File: src/core/isc_pkg.sv
// shared constants and carriers for the input snapshot and change detect core
package isc_pkg;
  localparam int CHANNELS = 32;
  localparam int FIFO_DEPTH = 8;
  localparam int LEVEL_W = 3;
  localparam int VECTOR_W = 8;
  localparam int SEL_W = 3;
  // register selector codes
  localparam logic [SEL_W-1:0] SEL_BOARD_ID = 3'h0;
  localparam logic [SEL_W-1:0] SEL_CONTROL_STATUS = 3'h1;
  localparam logic [SEL_W-1:0] SEL_INPUT_DATA = 3'h2;
  localparam logic [SEL_W-1:0] SEL_FIFO = 3'h3;
  localparam logic [SEL_W-1:0] SEL_INT_PROC = 3'h4;
  localparam logic [SEL_W-1:0] SEL_SELF_TEST = 3'h5;
  // edge select encodings
  localparam logic [1:0] EDGE_DATA_ONLY = 2'h0;
  localparam logic [1:0] EDGE_RISING = 2'h1;
  localparam logic [1:0] EDGE_FALLING = 2'h2;
  localparam logic [1:0] EDGE_ANY = 2'h3;
  // byte lane mask and reset values
  localparam logic [3:0] LANES_NONE = 4'h0;
  localparam logic [31:0] DATA_RESET = 32'h0000_0000;
  localparam logic [7:0] VECTOR_RESET = 8'h0f;
  localparam logic [LEVEL_W-1:0] LEVEL_RESET = 3'h1;
  // board id value is arbitrary
  localparam logic [15:0] BOARD_ID_VALUE = 16'h1234;

  typedef struct packed {
    logic [SEL_W-1:0] sel;
    logic [3:0] lanes;
  } isc_access_s;

  typedef struct packed {
    logic [CHANNELS-1:0] selHigh;
    logic [CHANNELS-1:0] selLow;
  } isc_edge_cfg_s;
endpackage

File: src/core/isc_fifo.sv
// parameterised flip-flop fifo with valid and ready on both sides
`timescale 1ns/1ns
`default_nettype none
module isc_fifo #(
  parameter int WIDTH = 32,
  parameter int DEPTH = 8
) (
  input wire logic clock,
  input wire logic rst,
  input wire logic inValid,
  output logic inReady,
  input wire logic [WIDTH-1:0] inData,
  output logic outValid,
  input wire logic outReady,
  output logic [WIDTH-1:0] outData,
  output logic full,
  output logic empty
);
  localparam int AW = (DEPTH > 1) ? $clog2(DEPTH) : 1;
  logic [WIDTH-1:0] mem [DEPTH];
  logic [AW-1:0] wrPtr_q;
  logic [AW-1:0] rdPtr_q;
  logic [AW:0] count_q;
  logic push;
  logic pop;

  assign full = (count_q == (AW+1)'(DEPTH));
  assign empty = (count_q == '0);
  assign inReady = !full;
  assign outValid = !empty;
  assign outData = mem[rdPtr_q];
  assign push = inValid && inReady;
  assign pop = outValid && outReady;

  always_ff @(posedge clock)
  begin
    if (push)
    begin
      mem[wrPtr_q] <= inData;
    end
  end

  always_ff @(posedge clock or posedge rst)
  begin
    if (rst)
    begin
      wrPtr_q <= '0;
      rdPtr_q <= '0;
      count_q <= '0;
    end
    else
    begin
      if (push)
      begin
        wrPtr_q <= (wrPtr_q == AW'(DEPTH-1)) ? '0 : wrPtr_q + 1'b1;
      end
      if (pop)
      begin
        rdPtr_q <= (rdPtr_q == AW'(DEPTH-1)) ? '0 : rdPtr_q + 1'b1;
      end
      if (push && !pop)
      begin
        count_q <= count_q + 1'b1;
      end
      else if (pop && !push)
      begin
        count_q <= count_q - 1'b1;
      end
    end
  end
endmodule
`default_nettype wire

File: src/core/isc_edge_detect.sv
// per-channel edge qualification against edge select bits
`timescale 1ns/1ns
`default_nettype none
module isc_edge_detect
  import isc_pkg::*;
#(
  parameter int N = 32
) (
  input wire logic [N-1:0] oldData,
  input wire logic [N-1:0] newData,
  input wire isc_edge_cfg_s cfg,
  output logic hit
);
  logic [N-1:0] chanHit;
  genvar i;
  generate
    for (i = 0; i < N; i++)
    begin : g_chan
      logic rise;
      logic fall;
      assign rise = !oldData[i] && newData[i];
      assign fall = oldData[i] && !newData[i];
      assign chanHit[i] = ({cfg.selHigh[i], cfg.selLow[i]} == EDGE_RISING) ? rise :
                          ({cfg.selHigh[i], cfg.selLow[i]} == EDGE_FALLING) ? fall :
                          ({cfg.selHigh[i], cfg.selLow[i]} == EDGE_ANY) ? (rise || fall) :
                          1'b0;
    end
  endgenerate
  assign hit = |chanHit;
endmodule
`default_nettype wire

File: src/core/isc_core.sv
// snapshot read path, change detection and interrupt processor
// Operation
// - a recognised board access latches all inputs into the snapshot register.
// - snapshot data is steered onto the byte lanes the transfer asks for.
// - read data is placed in the same cycle the acknowledge rises; the decoder re-arms once the strobes are released.
// - plain reads are always served and never touch change detection state.
// - a selector picks id, control/status, fifo, interrupt, self-test or input data.
// - change detection decides on a qualifying change, requests and loads the fifo.
// - each request toward the interrupt processor writes the input word to the fifo unless the fifo is full.
// - on a request the interrupt line rises and waits for an acknowledge at its level.
// - a matching acknowledge is answered with the programmed vector.
// - host reads drain the fifo and release-on-empty drops the request when empty.
// - two select bits per channel pick data only, rising, falling or any edge.
// - release-on-empty holds until empty; release-on-ack re-requests on non-empty.
// - an acknowledge with nothing pending passes the daisy chain through.
`timescale 1ns/1ns
`default_nettype none
module isc_core
  import isc_pkg::*;
#(
  parameter int N = CHANNELS,
  parameter int DEPTH = FIFO_DEPTH
) (
  input wire logic clock,
  input wire logic rst,
  input wire logic [N-1:0] inputPins,
  input wire logic boardSelect,
  input wire isc_access_s access,
  input wire logic strobesReleased,
  output logic [31:0] readData,
  output logic [3:0] lanesDriven,
  output logic dtack,
  input wire logic [15:0] controlStatus,
  input wire logic [N-1:0] selfTestData,
  input wire logic testMode,
  input wire isc_edge_cfg_s edgeCfg,
  input wire logic changeDetectEnable,
  input wire logic releaseOnFifoEmpty,
  input wire logic interruptEnable,
  input wire logic [LEVEL_W-1:0] irqLevel,
  input wire logic [VECTOR_W-1:0] irqVector,
  input wire logic iackCycle,
  input wire logic [LEVEL_W-1:0] iackLevel,
  input wire logic iackIn,
  output logic iackOut,
  output logic irq,
  output logic fifoFull,
  output logic fifoEmpty
);
  typedef enum logic [1:0] {IDLE, ACKED, WAIT_RELEASE} isc_bus_e;
  typedef enum logic [1:0] {IP_IDLE, IP_ASSERT, IP_HOLD} isc_ip_e;

  logic [N-1:0] pinMeta_q;
  logic [N-1:0] pinSync_q;
  logic [N-1:0] live;
  logic [N-1:0] old_q;
  logic [N-1:0] snapshot_q;
  logic change;
  logic request;
  logic fifoInReady;
  logic fifoValid;
  logic fifoPop;
  logic [N-1:0] fifoData;
  logic armed_q;
  logic [SEL_W-1:0] selLatched_q;
  logic [3:0] lanesLatched_q;
  isc_bus_e bus_q;
  isc_ip_e ip_q;
  logic iackMatch;
  logic [31:0] word;
  logic [31:0] readData_d;

  // pins cross in through two stages
  always_ff @(posedge clock or posedge rst)
  begin
    if (rst)
    begin
      pinMeta_q <= '0;
      pinSync_q <= '0;
    end
    else
    begin
      pinMeta_q <= inputPins;
      pinSync_q <= pinMeta_q;
    end
  end

  // self-test data only overrides, never reaches the pins
  assign live = testMode ? selfTestData : pinSync_q;

  // own history register, untouched by reads
  always_ff @(posedge clock or posedge rst)
  begin
    if (rst)
    begin
      old_q <= '0;
    end
    else
    begin
      old_q <= live;
    end
  end

  isc_edge_detect #(.N(N)) u_detect (
    .oldData(old_q),
    .newData(live),
    .cfg(edgeCfg),
    .hit(change)
  );

  assign request = changeDetectEnable && change;

  // request and fifo write together; full fifo drops the word
  isc_fifo #(.WIDTH(N), .DEPTH(DEPTH)) u_fifo (
    .clock(clock),
    .rst(rst),
    .inValid(request),
    .inReady(fifoInReady),
    .inData(live),
    .outValid(fifoValid),
    .outReady(fifoPop),
    .outData(fifoData),
    .full(fifoFull),
    .empty(fifoEmpty)
  );

  // pop as the head is latched
  // popping at the take edge would hand the host the word behind the head
  assign fifoPop = (bus_q == ACKED) && (selLatched_q == SEL_FIFO);

  always_ff @(posedge clock or posedge rst)
  begin
    if (rst)
    begin
      snapshot_q <= '0;
      selLatched_q <= SEL_BOARD_ID;
      lanesLatched_q <= LANES_NONE;
    end
    else if ((bus_q == IDLE) && boardSelect && armed_q && !iackCycle)
    begin
      snapshot_q <= live;
      selLatched_q <= access.sel;
      lanesLatched_q <= access.lanes;
    end
  end

  always_comb
  begin
    word = DATA_RESET;
    if (selLatched_q == SEL_BOARD_ID)
      word = {16'h0000, BOARD_ID_VALUE};
    else if (selLatched_q == SEL_CONTROL_STATUS)
      word = {16'h0000, controlStatus};
    else if (selLatched_q == SEL_INPUT_DATA)
      word = 32'(snapshot_q);
    else if (selLatched_q == SEL_FIFO)
      word = fifoValid ? 32'(fifoData) : DATA_RESET;
    else if (selLatched_q == SEL_INT_PROC)
      word = {24'h000000, irqVector};
    else if (selLatched_q == SEL_SELF_TEST)
      word = 32'(selfTestData);
  end

  assign iackMatch = iackCycle && (iackLevel == irqLevel);

  // lane steering, unused lanes read zero
  always_comb
  begin
    readData_d = DATA_RESET;
    if (bus_q == ACKED)
    begin
      for (int b = 0; b < 4; b++)
      begin
        if (lanesLatched_q[b])
          readData_d[b*8 +: 8] = word[b*8 +: 8];
      end
    end
  end

  // acknowledge then re-arm on strobe release
  always_ff @(posedge clock or posedge rst)
  begin
    if (rst)
    begin
      bus_q <= IDLE;
      armed_q <= 1'b1;
      dtack <= 1'b0;
      readData <= DATA_RESET;
      lanesDriven <= LANES_NONE;
    end
    else
    begin
      case (bus_q)
        IDLE:
        begin
          dtack <= 1'b0;
          if (!strobesReleased)
            armed_q <= armed_q;
          else
            armed_q <= 1'b1;
          if (boardSelect && armed_q && !iackCycle)
          begin
            bus_q <= ACKED;
            armed_q <= 1'b0;
          end
          else if (iackMatch && irq && armed_q)
          begin
            readData <= {24'h000000, irqVector};
            lanesDriven <= 4'h1;
            dtack <= 1'b1;
            armed_q <= 1'b0;
            bus_q <= WAIT_RELEASE;
          end
        end
        ACKED:
        begin
          readData <= readData_d;
          lanesDriven <= lanesLatched_q;
          dtack <= 1'b1;
          bus_q <= WAIT_RELEASE;
        end
        WAIT_RELEASE:
        begin
          if (strobesReleased)
          begin
            dtack <= 1'b0;
            lanesDriven <= LANES_NONE;
            readData <= DATA_RESET;
            armed_q <= 1'b1;
            bus_q <= IDLE;
          end
        end
        default:
          bus_q <= IDLE;
      endcase
    end
  end

  always_ff @(posedge clock or posedge rst)
  begin
    if (rst)
    begin
      ip_q <= IP_IDLE;
    end
    else
    begin
      case (ip_q)
        IP_IDLE:
          if (interruptEnable && !fifoEmpty)
            ip_q <= IP_ASSERT;
        IP_ASSERT:
          if (bus_q == IDLE && iackMatch && armed_q)
            ip_q <= releaseOnFifoEmpty ? IP_HOLD : IP_IDLE;
        IP_HOLD:
          if (fifoEmpty)
            ip_q <= IP_IDLE;
        default:
          ip_q <= IP_IDLE;
      endcase
    end
  end

  assign irq = (ip_q == IP_ASSERT) || (ip_q == IP_HOLD && !fifoEmpty);

  // daisy chain pass-through
  // kept low while our own answer stands, even once the request is released
  assign iackOut = iackCycle && iackIn && !(iackMatch && (irq || dtack));
endmodule
`default_nettype wire

File: config.mk
export PLATFORM = sky130hd
export DESIGN_NAME = isc_core
export DESIGN_NICKNAME = d
export VERILOG_FILES = /design/src/core/isc_pkg.sv /design/src/core/isc_fifo.sv /design/src/core/isc_edge_detect.sv /design/src/core/isc_core.sv
export SDC_FILE = /design/constraint.sdc
export NUM_CORES = 1
export LEC_CHECK = 0
export ABC_AREA = 1
export BUFFER_PORTS_ARGS = -buffer_cell sky130_fd_sc_hd__buf_2
export CELL_PAD_IN_SITES_DETAIL_PLACEMENT = 1
export CELL_PAD_IN_SITES_GLOBAL_PLACEMENT = 1
export CORE_ASPECT_RATIO = 0.9
export CORE_UTILIZATION = 28
export DETAILED_ROUTE_END_ITERATION = 12
export PLACE_DENSITY = 0.62
export SLEW_MARGIN = 20
export SYNTH_ARGS = -nofsm -noshare
export SYNTH_HDL_FRONTEND = slang
export SYNTH_SLANG_ARGS = --single-unit
File: constraint.sdc
create_clock -name clock -period 8.02 [get_ports clock]
set_clock_uncertainty 0.05 [all_clocks]
set_input_delay 0.802 -clock clock [delete_from_list [all_inputs] [get_ports clock]]
set_output_delay 0.802 -clock clock [all_outputs]
set_load 0.1 [all_outputs]
==> metrics.md <==
| Metric | Value |
|---|---|
| Status | finished clean |
| Post-layout util | 33.83% |
| Gate Count Post-Synth | 1973 |
| Worst skew pair latency | 580 ps |
| Final Hold Viols | 0 |
| Vias per cell | 4.856 |
| Hold Crit Class | in -> reg |
| Startpoint types | input port |
| DP Area | 0.02182 mm² |
| Clock share of power | 28.5% |
| Final ANT Viol Nets | 0 |
| EDFF count, synth | 256 |
| Critical path data arrival time | 5410 ps |
| Core area | 0.06911 mm² |
| Num CTS Buffers | 46 |
| HP Start | inputPins[14] |
| Cell Rows | 91 |
| Sequential Power Share | 38.8% |
| Vias in the first global route | 15970 |
| Post-synth top flop | edfxtp_1 |
| Met3 wire length | 3768 µm |
| Sequential area share after synthesis | 62.68% |
| Wire length per cell | 22.38 µm |
| Internal Power | 4749 µW |
| Drt first pass iters | 5 |
| Root buf cell | clkbuf_16 |
| CTS clk-pin slew, worst paths | 70 ps |
| Routed Wire Length | 70380 µm |
| Sw Share | 39.40% |
| Reg-to-reg startpoint | pinSync_q[23]$_DFF_PP0_ |
| Post-CTS sizing | 0 |
| Least-Margin Pin Slew | 1075 ps |
| Dpl hpwl | 47640 µm |
| Met2 WL | 31400 µm |
| Area of the die | 0.07154 mm² |
| Synthesized area per cell | 10.00 µm² |
| Num ports | 216 |
| Gp weighted congestion | 0.8863 |
| Drt drc | 0 |
| Critical path startpoint | testMode |
| Die Y | 253.8 µm |
| Worst-path fanout max | 34 |
| Nets | 2427 |
| Cell area after layout | 0.02338 mm² |
| Post-CTS setup buffers | 0 |
| Leakage | 0.01018 µW |
| Gate power share | 32.7% |
| Setup TNS | 0 ps |
| Layout cells sized above 1 | 15.67% |
| Initial antenna violation count | 7 |
| Yosys reg bits | 443 |
| CP Data Required Time | 8420 ps |
| PwrDens | 335.2 mW/mm² |
| Clock sinks | 443 |
| Largest net degree at the start of global routing | 124 |
| Period utilization | 62.41% |
| Library cells used by synthesis | 41 |
| Vias after detailed routing | 15270 |
| Starting Density | 28.55% |
| Synth Net Count | 2223 |
| Worst rel slew slack | 28.22% |
| Critical path class | in -> reg |
| Post-synth ARST share | 42.21% |
| Detailed router's first-iteration violation count | 1189 |
| Critical Path End Type | register |
| H-tree depth | 2 |
| Fin crit period | 5005 ps |
| Ys Warns | 0 |
| CTS Hold Bufs | 0 |
| Clock Path Buffers | 3 |
| First-pass GRT wire length | 103100 µm |
| Maximum VDD drop | 0.0002721 V |
| Final Setup Violations | 0 |
| Net load switching power | 3088 µW |
| Fmax | 0.1998 GHz |
| Top Metal Used | met5 |
| I/O Buffers | 215 |
| Wire length on met1 | 33720 µm |
| Slew Viols, Final | 0 |
| Die width | 281.8 µm |
| RSZ-0062 raised after global routing | no |
| Maxcap violations | 0 |
| GRT overflow | 0 |
| Gr usage total | 19.55% |
| CTS tree | yes |
| Cell area after synthesis | 0.01973 mm² |
| Synth-to-layout area growth | 18.49% |
placed cells by master (no fill, tap or decap), types with 2 or more instances in the layout:
cell,n
dfrtp_1,183
a21oi_1,48
clkbuf_8,9
clkinv_1,3
edfxtp_1,256
xnor2_1,3
buf_2,215
clkbuf_16,49
nor2_4,2
o21ai_1,8
o221ai_1,12
nor2_2,8
inv_2,7
clkinvlp_4,2
buf_4,24
inv_1,237
clkinv_2,6
or2_2,8
nand2_2,2
o211ai_1,39
nor2_1,270
nand3_1,139
clkbuf_1,12
bufinv_16,3
nand2_1,339
ha_1,74
nand4_1,14
o22ai_1,8
o21ai_0,212
dfrtp_4,2
critical path: stages:
cell and delay, ps:
buf_2 540, buf_4 440, nand2_1 100, o21ai_0 210, inv_1 280, ha_1 270, nand3_1 80, nand4_1 130
nor2_1 130, nand2_1 60, nor2_1 80, nand3_1 270, nand2_1 570, inv_1 90, ha_1 240, inv_1 120
ha_1 240, a21o_1 180, a21oi_1 170, nor2_1 60, nor2_1 80, nand2_1 60, xor2_1 140
sequential cells by signal (all words and copies together) (netlist names):
name,flops
lanesLatched_q,4
u_fifo.wrPtr_q,3
ip_q,2
selLatched_q,3
old_q,32
lanesDriven,4
dtack,1
u_fifo.rdPtr_q,3
readData,32
pinMeta_q,32
bus_q,2
snapshot_q,32
u_fifo.count_q,4
armed_q,1
u_fifo.mem,256
pinSync_q,32
through the flow:
stage,hold slack (ps),instances,power [µW],setup slack (ps)
floorplan,281.2,1973,4740,2084
global placement,281.4,3059,5549,2630
detailed placement,287.1,3059,5634,2500
CTS,260.0,3144,7875,3104
global route,256.5,3145,8230,2680
finish,274.2,3145,7838,3015
final cells by class:
type / count / area (µm²)
Antenna cell: 1 / 2.502
Clock buffer: 71 / 1403
Clock inverter: 14 / 151.4
Fill cell: 7979 / 45730
Inverter: 246 / 930.9
Multi-Input combinational cell: 1201 / 6097
Sequential cell: 443 / 12380
Tap cell: 930 / 1164
Timing Repair Buffer: 239 / 1256
power by group through the flow:
stage	combinational, µW	clock [µW]	sequential, µW
4_1_cts	2570	2270	3040
5_1_grt	2800	2350	3080
6_report	2560	2230	3040
3_5_place_dp	2550	0	3080
3_3_place_gp	2480	0	3070
2_1_floorplan	1520	0	3220
synthesized netlist by cell type (all sizes together) (2+ instances only):
| master | count | area (µm²) |
|---|---|---|
| nand3 | 140 | 705.7 |
| nand4 | 14 | 87.58 |
| nor3 | 2 | 10.01 |
| o22ai | 8 | 50.05 |
| o21ai | 220 | 1101 |
| inv | 245 | 919.6 |
| edfxtp | 256 | 7687 |
| o211ai | 39 | 292.8 |
| buf | 34 | 190.2 |
| nor2 | 280 | 1061 |
| o221ai | 12 | 105.1 |
| a21oi | 49 | 256.5 |
| dfrtp | 186 | 4654 |
| ha | 74 | 925.9 |
| nand2 | 341 | 1285 |
| or2 | 8 | 50.05 |
| clkbuf | 49 | 183.9 |
| xnor2 | 3 | 26.28 |
cells by family (layout without fill, tap and decap cells):
kind of cell    Yosys count  in the layout  synth area share, %
compound gates          333            333                9.403
xor+xnor                  4              4               0.1776
fa+ha+maj                75             75                4.794
buf+inv                 329            570                6.575
flops                   443            443                62.68
mux                       1              1              0.05706
other cells               0              1                    0
simple gates            788            788                16.31
routing by layer:
metal	vias up	global-route usage [%]
met2	437	30.39
met1	7781	28.63
met5	-	0
met3	99	2.758
met4	2	4.348
li1	6953	-
worst paths after layout:
path	to	slack (ps)	cells after the start
setup / recovery	u_fifo.count_q[3]$_DFFE_PP0P_	3010	23
hold / removal	pinMeta_q[14]$_DFF_PP0_	270	1
setup reg to reg	u_fifo.count_q[3]$_DFFE_PP0P_	3610	22
hold reg to reg	pinSync_q[17]$_DFF_PP0_	290	0
max in group asynchronous	pinSync_q[0]$_DFF_PP0_	6040	3
min in group asynchronous	pinMeta_q[27]$_DFF_PP0_	330	2
No activity file was read; power rests on OpenSTA's default activity.
